## src/rtl/rcm_pkg.sv

```systemverilog
package rcm_pkg;

    // ----------------------------------------------------------------
    // command codes
    // ----------------------------------------------------------------
    localparam logic [7:0] CMD_TEST = 8'h10;
    localparam logic [7:0] CMD_ACK = 8'h11;
    localparam logic [7:0] CMD_NACK = 8'h12;
    localparam logic [7:0] CMD_STOP = 8'h13;
    localparam logic [7:0] CMD_READ = 8'h31;
    localparam logic [7:0] CMD_READ_UID = 8'h35;
    localparam logic [7:0] CMD_READ_INFO = 8'h3A;
    localparam logic [7:0] CMD_READ_UID_DATA = 8'h41;
    localparam logic [7:0] CMD_EAS_ALARM = 8'h42;
    localparam logic [3:0] GENERAL_GROUP = 4'h1;

    // ----------------------------------------------------------------
    // communication modes and option byte
    // ----------------------------------------------------------------
    localparam logic [3:0] MODE_SINGLE_IMM = 4'h0;
    localparam logic [3:0] MODE_SINGLE_WAIT = 4'h1;
    localparam logic [3:0] MODE_SINGLE_REPEAT = 4'h2;
    localparam logic [3:0] MODE_EXCL_IMM = 4'h8;
    localparam logic [3:0] MODE_EXCL_WAIT = 4'h9;
    localparam logic [3:0] MODE_EXCL_CONT = 4'hA;
    localparam logic [3:0] MODE_EXCL_REPEAT = 4'hB;
    localparam logic [7:0] OPT_FIXED = 8'h20;
    localparam logic [7:0] OPT_FIXED_MASK = 8'hF0;

    // ----------------------------------------------------------------
    // end codes
    // ----------------------------------------------------------------
    localparam logic [7:0] END_OK = 8'h00;
    localparam logic [7:0] END_FORMAT = 8'h14;
    localparam logic [7:0] END_NO_TAG = 8'h72;

    // ----------------------------------------------------------------
    // host register map and reset values
    // ----------------------------------------------------------------
    localparam logic [7:0] OFS_CMD = 8'h00;
    localparam logic [7:0] OFS_STATUS = 8'h04;
    localparam logic [7:0] OFS_INT_STAT = 8'h08;
    localparam logic [7:0] OFS_INT_CLR = 8'h0C;
    localparam logic [7:0] OFS_INT_EN = 8'h10;
    localparam int INT_RSP_BIT = 0;
    localparam int INT_REFUSED_BIT = 1;
    localparam int CMD_MODE_LSB = 8;
    localparam logic [7:0] BYTE_RESET = 8'h00;
    localparam logic [1:0] INT_RESET = 2'h0;
    localparam logic [31:0] WORD_RESET = 32'h0000_0000;

    typedef enum logic [2:0] {
        ST_SLEEP = 3'b000,
        ST_WAIT_TAG = 3'b001,
        ST_EXEC = 3'b010,
        ST_WAIT_ACK = 3'b011,
        ST_STOP_RSP = 3'b100
    } rcm_state_type;

    function automatic logic rcm_valid_mode(input logic [3:0] mode);
        return mode == MODE_SINGLE_IMM || mode == MODE_SINGLE_WAIT || mode == MODE_SINGLE_REPEAT
            || mode == MODE_EXCL_IMM || mode == MODE_EXCL_WAIT || mode == MODE_EXCL_CONT
            || mode == MODE_EXCL_REPEAT;
    endfunction

    function automatic logic rcm_is_read(input logic [7:0] code);
        return code == CMD_READ || code == CMD_READ_UID || code == CMD_READ_INFO
            || code == CMD_READ_UID_DATA || code == CMD_EAS_ALARM;
    endfunction

endpackage

```

## src/rtl/rcm_link_if.sv

```systemverilog
`timescale 1ns/1ns
// ----------------------------------------------------------------
// host to device command and response link
// ----------------------------------------------------------------
interface rcm_link_if;
    logic cmdValid;
    logic [7:0] cmdCode;
    logic [7:0] cmdOption;
    logic rspValid;
    logic [7:0] rspCode;
    logic [7:0] rspData;

    modport host (
        output cmdValid,
        output cmdCode,
        output cmdOption,
        input rspValid,
        input rspCode,
        input rspData
    );

    modport device (
        input cmdValid,
        input cmdCode,
        input cmdOption,
        output rspValid,
        output rspCode,
        output rspData
    );
endinterface // rcm_link_if

```

## src/rtl/rcm_device.sv

```systemverilog
`timescale 1ns/1ns
module rcm_device (
    input wire logic clock,
    input wire logic rst_n,
    rcm_link_if.device link,
    input wire logic tagPresent,
    input wire logic tagDone,
    input wire logic [7:0] tagEndCode,
    input wire logic [7:0] tagData,
    output logic tagStart,
    output logic [7:0] tagCmd,
    output logic tagBar,
    output logic carrierOn,
    output logic asleep
);

    // ----------------------------------------------------------------
    // state
    // ----------------------------------------------------------------
    rcm_pkg::rcm_state_type state_q, state_d;
    logic [3:0] mode_q, mode_d;
    logic [7:0] code_q, code_d;
    logic [7:0] rspCode_q, rspCode_d;
    logic [7:0] rspData_q, rspData_d;
    logic [7:0] tagCmd_q;
    logic stopPend_q, stopPend_d, carrier_q, carrier_d;
    logic rspValid_q, rspLoad, tagGo, barGo, tagStart_q, tagBar_q, asleep_q;

    // ----------------------------------------------------------------
    // command decode
    // ----------------------------------------------------------------
    logic isStop, isAck, isNack, isData, optOk, immediate;
    logic [3:0] optMode;

    assign optMode = link.cmdOption[3:0];
    assign isStop = link.cmdValid && link.cmdCode == rcm_pkg::CMD_STOP;
    assign isAck = link.cmdValid && link.cmdCode == rcm_pkg::CMD_ACK;
    assign isNack = link.cmdValid && link.cmdCode == rcm_pkg::CMD_NACK;
    assign isData = link.cmdValid && link.cmdCode[7:4] != rcm_pkg::GENERAL_GROUP;

    // option byte must carry the fixed bits and a defined mode
    assign optOk = (link.cmdOption & rcm_pkg::OPT_FIXED_MASK) == rcm_pkg::OPT_FIXED
        && rcm_pkg::rcm_valid_mode(optMode)
        && !(optMode == rcm_pkg::MODE_SINGLE_REPEAT && !rcm_pkg::rcm_is_read(link.cmdCode));

    assign immediate = optMode == rcm_pkg::MODE_SINGLE_IMM || optMode == rcm_pkg::MODE_EXCL_IMM;

    // ----------------------------------------------------------------
    // sequencer decisions
    // ----------------------------------------------------------------
    always_comb
    begin
        state_d = state_q;
        mode_d = mode_q;
        code_d = code_q;
        stopPend_d = stopPend_q;
        carrier_d = carrier_q;
        rspLoad = 1'b0;
        rspCode_d = rspCode_q;
        rspData_d = rspData_q;
        tagGo = 1'b0;
        barGo = 1'b0;
        case (state_q)
            rcm_pkg::ST_SLEEP:
            begin
                if (isStop)
                begin
                    carrier_d = 1'b0;
                    rspLoad = 1'b1;
                    rspCode_d = rcm_pkg::END_OK;
                    rspData_d = rcm_pkg::BYTE_RESET;
                end
                else if (isData)
                begin
                    code_d = link.cmdCode;
                    mode_d = optMode;
                    if (!optOk)
                    begin
                        rspLoad = 1'b1;
                        rspCode_d = rcm_pkg::END_FORMAT;
                        rspData_d = rcm_pkg::BYTE_RESET;
                    end
                    else if (immediate)
                    begin
                        if (tagPresent)
                        begin
                            tagGo = 1'b1;
                            carrier_d = 1'b1;
                            state_d = rcm_pkg::ST_EXEC;
                        end
                        else
                        begin
                            rspLoad = 1'b1;
                            rspCode_d = rcm_pkg::END_NO_TAG;
                            rspData_d = rcm_pkg::BYTE_RESET;
                        end
                    end
                    else
                    begin
                        state_d = rcm_pkg::ST_WAIT_TAG;
                    end
                end
            end
            rcm_pkg::ST_WAIT_TAG, rcm_pkg::ST_WAIT_ACK:
            begin
                if (isStop)
                begin
                    carrier_d = 1'b0;
                    rspLoad = 1'b1;
                    rspCode_d = rcm_pkg::END_OK;
                    rspData_d = rcm_pkg::BYTE_RESET;
                    state_d = rcm_pkg::ST_SLEEP;
                end
                else if (state_q == rcm_pkg::ST_WAIT_TAG && tagPresent)
                begin
                    tagGo = 1'b1;
                    carrier_d = 1'b1;
                    state_d = rcm_pkg::ST_EXEC;
                end
                else if (state_q == rcm_pkg::ST_WAIT_ACK && isAck)
                begin
                    state_d = rcm_pkg::ST_WAIT_TAG;
                end
            end
            rcm_pkg::ST_EXEC:
            begin
                if (isStop)
                begin
                    stopPend_d = 1'b1;
                end
                if (tagDone)
                begin
                    rspLoad = 1'b1;
                    rspCode_d = tagEndCode;
                    rspData_d = tagData;
                    barGo = mode_q[3];
                    if (stopPend_q || isStop)
                    begin
                        state_d = rcm_pkg::ST_STOP_RSP;
                    end
                    else
                    begin
                        case (mode_q)
                            rcm_pkg::MODE_SINGLE_REPEAT, rcm_pkg::MODE_EXCL_REPEAT:
                            begin
                                state_d = rcm_pkg::ST_WAIT_TAG;
                            end
                            rcm_pkg::MODE_EXCL_CONT:
                            begin
                                state_d = rcm_pkg::ST_WAIT_ACK;
                            end
                            rcm_pkg::MODE_EXCL_IMM, rcm_pkg::MODE_EXCL_WAIT:
                            begin
                                state_d = rcm_pkg::ST_SLEEP;
                                carrier_d = 1'b1;
                            end
                            default:
                            begin
                                state_d = rcm_pkg::ST_SLEEP;
                                carrier_d = 1'b0;
                            end
                        endcase
                    end
                end
            end
            rcm_pkg::ST_STOP_RSP:
            begin
                carrier_d = 1'b0;
                stopPend_d = 1'b0;
                rspLoad = 1'b1;
                rspCode_d = rcm_pkg::END_OK;
                rspData_d = rcm_pkg::BYTE_RESET;
                state_d = rcm_pkg::ST_SLEEP;
            end
            default:
            begin
                state_d = rcm_pkg::ST_SLEEP;
                carrier_d = 1'b0;
                stopPend_d = 1'b0;
            end
        endcase
    end

    // ----------------------------------------------------------------
    // sequencer registers
    // ----------------------------------------------------------------
    always_ff @(posedge clock or negedge rst_n)
    begin
        if (!rst_n)
        begin
            state_q <= rcm_pkg::ST_SLEEP;
            mode_q <= rcm_pkg::MODE_SINGLE_IMM;
            code_q <= rcm_pkg::BYTE_RESET;
            stopPend_q <= 1'b0;
            asleep_q <= 1'b1;
        end
        else
        begin
            state_q <= state_d;
            mode_q <= mode_d;
            code_q <= code_d;
            stopPend_q <= stopPend_d;
            asleep_q <= state_d == rcm_pkg::ST_SLEEP;
        end
    end

    // ----------------------------------------------------------------
    // response to host; last response is kept for resend
    // ----------------------------------------------------------------
    always_ff @(posedge clock or negedge rst_n)
    begin
        if (!rst_n)
        begin
            rspValid_q <= 1'b0;
            rspCode_q <= rcm_pkg::END_OK;
            rspData_q <= rcm_pkg::BYTE_RESET;
        end
        else
        begin
            rspValid_q <= rspLoad || isNack;
            rspCode_q <= rspCode_d;
            rspData_q <= rspData_d;
        end
    end

    // ----------------------------------------------------------------
    // tag side strobes and antenna carrier
    // ----------------------------------------------------------------
    always_ff @(posedge clock or negedge rst_n)
    begin
        if (!rst_n)
        begin
            tagStart_q <= 1'b0;
            tagCmd_q <= rcm_pkg::BYTE_RESET;
            tagBar_q <= 1'b0;
            carrier_q <= 1'b0;
        end
        else
        begin
            tagStart_q <= tagGo;
            if (tagGo)
            begin
                tagCmd_q <= code_d;
            end
            tagBar_q <= barGo;
            carrier_q <= carrier_d;
        end
    end

    assign link.rspValid = rspValid_q;
    assign link.rspCode = rspCode_q;
    assign link.rspData = rspData_q;
    assign tagStart = tagStart_q;
    assign tagCmd = tagCmd_q;
    assign tagBar = tagBar_q;
    assign carrierOn = carrier_q;
    assign asleep = asleep_q;

endmodule // rcm_device

```

## src/flat_wrapper.sv

```systemverilog
// flat-port wrapper written by rule: the top's interface ports become plain ports
module rcm_device_flat 
  (clock, rst_n, tagPresent, tagDone, tagEndCode, tagData, tagStart, tagCmd, tagBar, carrierOn, asleep, link_cmdValid, link_cmdCode, link_cmdOption, link_rspValid, link_rspCode, link_rspData);
  rcm_link_if link_i ();
  input wire logic clock;
  input wire logic rst_n;
  input wire logic tagPresent;
  input wire logic tagDone;
  input wire logic [7:0] tagEndCode;
  input wire logic [7:0] tagData;
  output logic tagStart;
  output logic [7:0] tagCmd;
  output logic tagBar;
  output logic carrierOn;
  output logic asleep;
  input wire logic [$bits(link_i.cmdValid)-1:0] link_cmdValid;
  input wire logic [$bits(link_i.cmdCode)-1:0] link_cmdCode;
  input wire logic [$bits(link_i.cmdOption)-1:0] link_cmdOption;
  output wire logic [$bits(link_i.rspValid)-1:0] link_rspValid;
  output wire logic [$bits(link_i.rspCode)-1:0] link_rspCode;
  output wire logic [$bits(link_i.rspData)-1:0] link_rspData;
  assign link_i.cmdValid = link_cmdValid;
  assign link_i.cmdCode = link_cmdCode;
  assign link_i.cmdOption = link_cmdOption;
  assign link_rspValid = link_i.rspValid;
  assign link_rspCode = link_i.rspCode;
  assign link_rspData = link_i.rspData;
  rcm_device u_core (.clock(clock), .rst_n(rst_n), .link(link_i), .tagPresent(tagPresent), .tagDone(tagDone), .tagEndCode(tagEndCode), .tagData(tagData), .tagStart(tagStart), .tagCmd(tagCmd), .tagBar(tagBar), .carrierOn(carrierOn), .asleep(asleep));
endmodule
```

## config.mk

```make
export PLATFORM = sky130hd
export DESIGN_NAME = rcm_device_flat
export DESIGN_NICKNAME = d
export VERILOG_FILES = /design/src/rtl/rcm_pkg.sv /design/src/rtl/rcm_link_if.sv /design/src/rtl/rcm_device.sv /design/src/flat_wrapper.sv
export SDC_FILE = /design/constraint.sdc
export NUM_CORES = 1
export LEC_CHECK = 0
export BUFFER_PORTS_ARGS = -buffer_cell sky130_fd_sc_hd__buf_2
export CAP_MARGIN = 25
export CORE_AREA = 8 8 77 72
export CTS_CLUSTER_SIZE = 40
export DETAILED_ROUTE_END_ITERATION = 8
export DIE_AREA = 0 0 85 80
export MAX_ROUTING_LAYER = met4
export PLACE_DENSITY = 0.81
export SLEW_MARGIN = 10
export SYNTH_ARGS = -nofsm -noshare
export SYNTH_HDL_FRONTEND = slang
export SYNTH_SLANG_ARGS = --single-unit
```

## constraint.sdc

```tcl
create_clock -name clock -period 5.9 [get_ports clock]
set_clock_uncertainty 0.05 [all_clocks]
set_input_delay 1.18 -clock clock [delete_from_list [all_inputs] [get_ports clock]]
set_output_delay 1.18 -clock clock [all_outputs]
set_load 0.01 [all_outputs]
```

==> insert_results.sql <==
INSERT INTO impl_metrics (metric_group, metric, value, unit) VALUES
('global_routing', 'total_grt_usage', '16.4', '%'),
('sta', 'unrepaired_setup_endpoints_after_global_routing', 'no', ''),
('floorplanning', 'start_util', '51.9', '%'),
('placed_design', 'io_buffers', '65', ''),
('logic_synthesis', 'distinct_cell_type_count_of_the_synthesized_netlist', '47', ''),
('placed_design', 'detailed_place.area', '2580', 'um^2'),
('floorplanning', 'die_height', '80', 'um'),
('clocking', 'clock_tree.buffer_depth', '2', ''),
('placed_design', 'gp_routability_congestion', '0.899', ''),
('cells_and_area', 'num_antenna_cells', '0', ''),
('setup_path', 'cp.arrival', '3.67', 'ns'),
('floorplanning', 'die-width', '85', 'um'),
('logic_synthesis', 'syn_avg_cell_area', '11.4', 'um^2'),
('floorplanning', 'design.portCount', '66', ''),
('cells_and_area', 'multi_input_area', '988', 'um^2'),
('global_routing', 'grt_pass1_wl', '8540', 'um'),
('clocking', 'worst_skew_pair.late_latency', '0.29', 'ns'),
('logic_synthesis', 'postSynthNetCount', '232', ''),
('clocking', 'clk_pin_slew_worst_paths', '0.08', 'ns'),
('logic_synthesis', 'cell_area_after_synthesis', '2220', 'um^2'),
('logic_synthesis', 'async_reset_ff_share', '100', '%'),
('logic_synthesis', 'synth_instances', '195', ''),
('sta', 'fmaxAchievable', '283', 'MHz'),
('cells_and_area', 'number_of_nets_at_the_end_of_the_flow', '299', ''),
('floorplanning', 'die_area', '6800', 'um^2'),
('clocking', 'clock-root-buffer', 'clkbuf_8', ''),
('cells_and_area', 'post_layout_nonfiller_instances', '313', ''),
('detailed_routing', 'drt_pass1_iterations', '4', ''),
('setup_path', 'slowest_delay', '0.84', 'ns'),
('cells_and_area', 'nFillCells', '355', ''),
('sta', 'timing.setup.tns', '0', 'ns'),
('setup_path', 'criticalPathCategory', 'input pin to flip-flop', ''),
('run', 'maxCapViolCount', '0', ''),
('power_and_ir_drop', 'p_leak', '1.32', 'nW'),
('clocking', 'cts.sinks', '45', ''),
('power_and_ir_drop', 'pwr_density_cell', '293', 'nW/um^2'),
('sta', 'finalHoldViolations', '0', ''),
('sta', 'max_slew.worst_pin.slew', '1.02', 'ns'),
('min_path', 'timing.hold.worst.class', 'flip-flop to flip-flop', ''),
('setup_path', 'worstPathCellList', 'buf_2 > nor4b_1 > a41oi_1 > a31oi_1 > o31a_1 > mux2_4', ''),
('cells_and_area', 'sequential_cell_area', '1130', 'um^2'),
('power_and_ir_drop', 'worst_ir_drop_vdd', '167', 'uV'),
('clocking', 'postCtsHoldBufs', '0', ''),
('logic_synthesis', 'ys_ff_latch', '45', ''),
('sta', 'finalCritPeriodShare', '59.9', '%'),
('logic_synthesis', 'synth-seq-area-share', '50.7', '%'),
('cells_and_area', 'utilization_of_the_core_after_routing', '63.5', '%'),
('clocking', 'htree_num_levels', '2', ''),
('clocking', 'cts.repair_timing.setup_buffer_count', '0', ''),
('power_and_ir_drop', 'post-layout-total-power', '0.798', 'mW'),
('global_routing', 'grt_antenna_before_repair', '0', ''),
('global_routing', 'grt.overflow.total', '0', ''),
('cells_and_area', 'layout-drive-gt1-share', '40.7', '%'),
('run_status', 'run_status', 'complete, no violations', ''),
('setup_path', 'required', '6.04', 'ns'),
('placed_design', 'dp.cells', '304', ''),
('cells_and_area', 'finalInstanceArea', '2720', 'um^2'),
('detailed_routing', 'final_routed_wire_length_divided_by_cell_count', '16.9', 'um'),
('detailed_routing', 'ant_nets', '0', ''),
('detailed_routing', 'via_count', '1737', ''),
('sta', 'period_needed', '3.53', 'ns'),
('detailed_routing', 'drc', '0', ''),
('setup_path', 'crit_slowest_cell', 'o31a_1', ''),
('clocking', 'cts_repair_resize_count', '0', ''),
('detailed_routing', 'detailedRoute.firstIterationViolations', '118', ''),
('logic_synthesis', 'yosysWarnings', '0', ''),
('clocking', 'cts-buffers-inserted', '5', ''),
('floorplanning', 'num_rows', '23', ''),
('cells_and_area', 'areaGrowthSynthToFinish', '22.4', '%'),
('sta', 'finalSetupViolations', '0', ''),
('detailed_routing', 'finalWirelength', '5280', 'um');
[flip-flops by register name, summed over array words and instances, names as in the netlist]
name	cells
u_core.link.rspData	8
u_core.tagStart	1
u_core.state_q	3
u_core.tagCmd	8
u_core.stopPend_q	1
u_core.code_q	8
u_core.asleep	1
u_core.carrierOn	1
u_core.mode_q	4
u_core.link.rspCode	8
u_core.tagBar	1
u_core.link.rspValid	1
[layout make-up]
type                       count  share of cell area, %
sequential                    45                   41.4
multi-input combinational    126                   36.3
timing repair buffer          68                   13.5
clock buffer                   7                   3.17
tap                           50                   2.30
inverter                      16                   2.21
clock inverter                 1                   1.10
[cell usage in the layout (no fill, tap or decap), types with 5 or more instances in the layout]
cell	count
clkbuf_8	6
buf_2	65
mux2_4	5
nand2_1	21
inv_1	16
dfrtp_1	44
nor2_1	6
mux2i_1	12
nor3_1	5
mux2_2	19
o21ai_0	5
[Yosys cell counts, drive strengths merged (2+ instances only)]
cell	count	area [um^2]
nand2	21	78.8
or4b	4	40.0
inv	16	60.1
dfrtp	44	1100
clkbuf	4	15.0
nor3	5	25.0
mux2	24	289
o2111ai	2	17.5
a31oi	4	25.0
buf	4	41.3
o21ai	5	25.0
o31a	5	45.0
nand3b	2	15.0
a21oi	2	10.0
and3	2	12.5
nor2	6	22.5
nand3	3	15.0
mux2i	12	120
nand2b	4	25.0
nor4b	3	26.3
[per-stage QoR]
step	hold WS, ns	worst slack [ns]
after global routing	0.466	2.17
after floorplan	0.418	2.92
after global placement	0.425	2.19
final	0.451	2.37
after CTS	0.451	2.38
after detailed placement	0.432	2.09
[critical path: cells and delay by family]
family / cells / cell delay, ns
buffers and inverters: 1 / 0.13
AO/OA/AOI/OAI: 3 / 1.32
AND/OR/NAND/NOR: 1 / 0.67
multiplexers: 1 / 0.35
[report_power, final]
group	internal, mW	total, mW	switching [mW]
Sequential	0.358	0.383	0.0257
Combinational	0.0906	0.177	0.0859
Clock	0.138	0.239	0.101
Total	0.586	0.798	0.212
[metal layers]
layer | track usage (%) | routed length, um | vias up
met2 | 25.1 | 2530 | 64
met1 | 20.4 | 2390 | 836
li1 | - | - | 831
met4 | 4.80 | 53 | 0
met3 | 4.94 | 309 | 6
met5 | - | 0 | -
[path summary, 6_finish.rpt]
path | start | end | depth (start not counted)
max in group asynchronous | rst_n | u_core.asleep | 2
hold / removal | u_core.code_q[2] | u_core.code_q[2] | 1
setup / recovery | link_cmdCode[3] | u_core.link.rspCode[5] | 6
hold reg to reg | u_core.code_q[2] | u_core.code_q[2] | 1
setup reg to reg | u_core.state_q[0] | u_core.link.rspCode[5] | 5
min in group asynchronous | rst_n | u_core.link.rspCode[4] | 1
[cell families after synthesis]
| kind of cell | Yosys count | share of synthesized area (%) |
|---|---|---|
| AO/OA/AOI/OAI | 30 | 10.1 |
| buffers and inverters | 24 | 5.23 |
| flip-flops | 45 | 50.7 |
| multiplexers | 36 | 18.4 |
| AND/OR/NAND/NOR | 60 | 15.6 |
No activity file was read; power rests on OpenSTA's default activity.
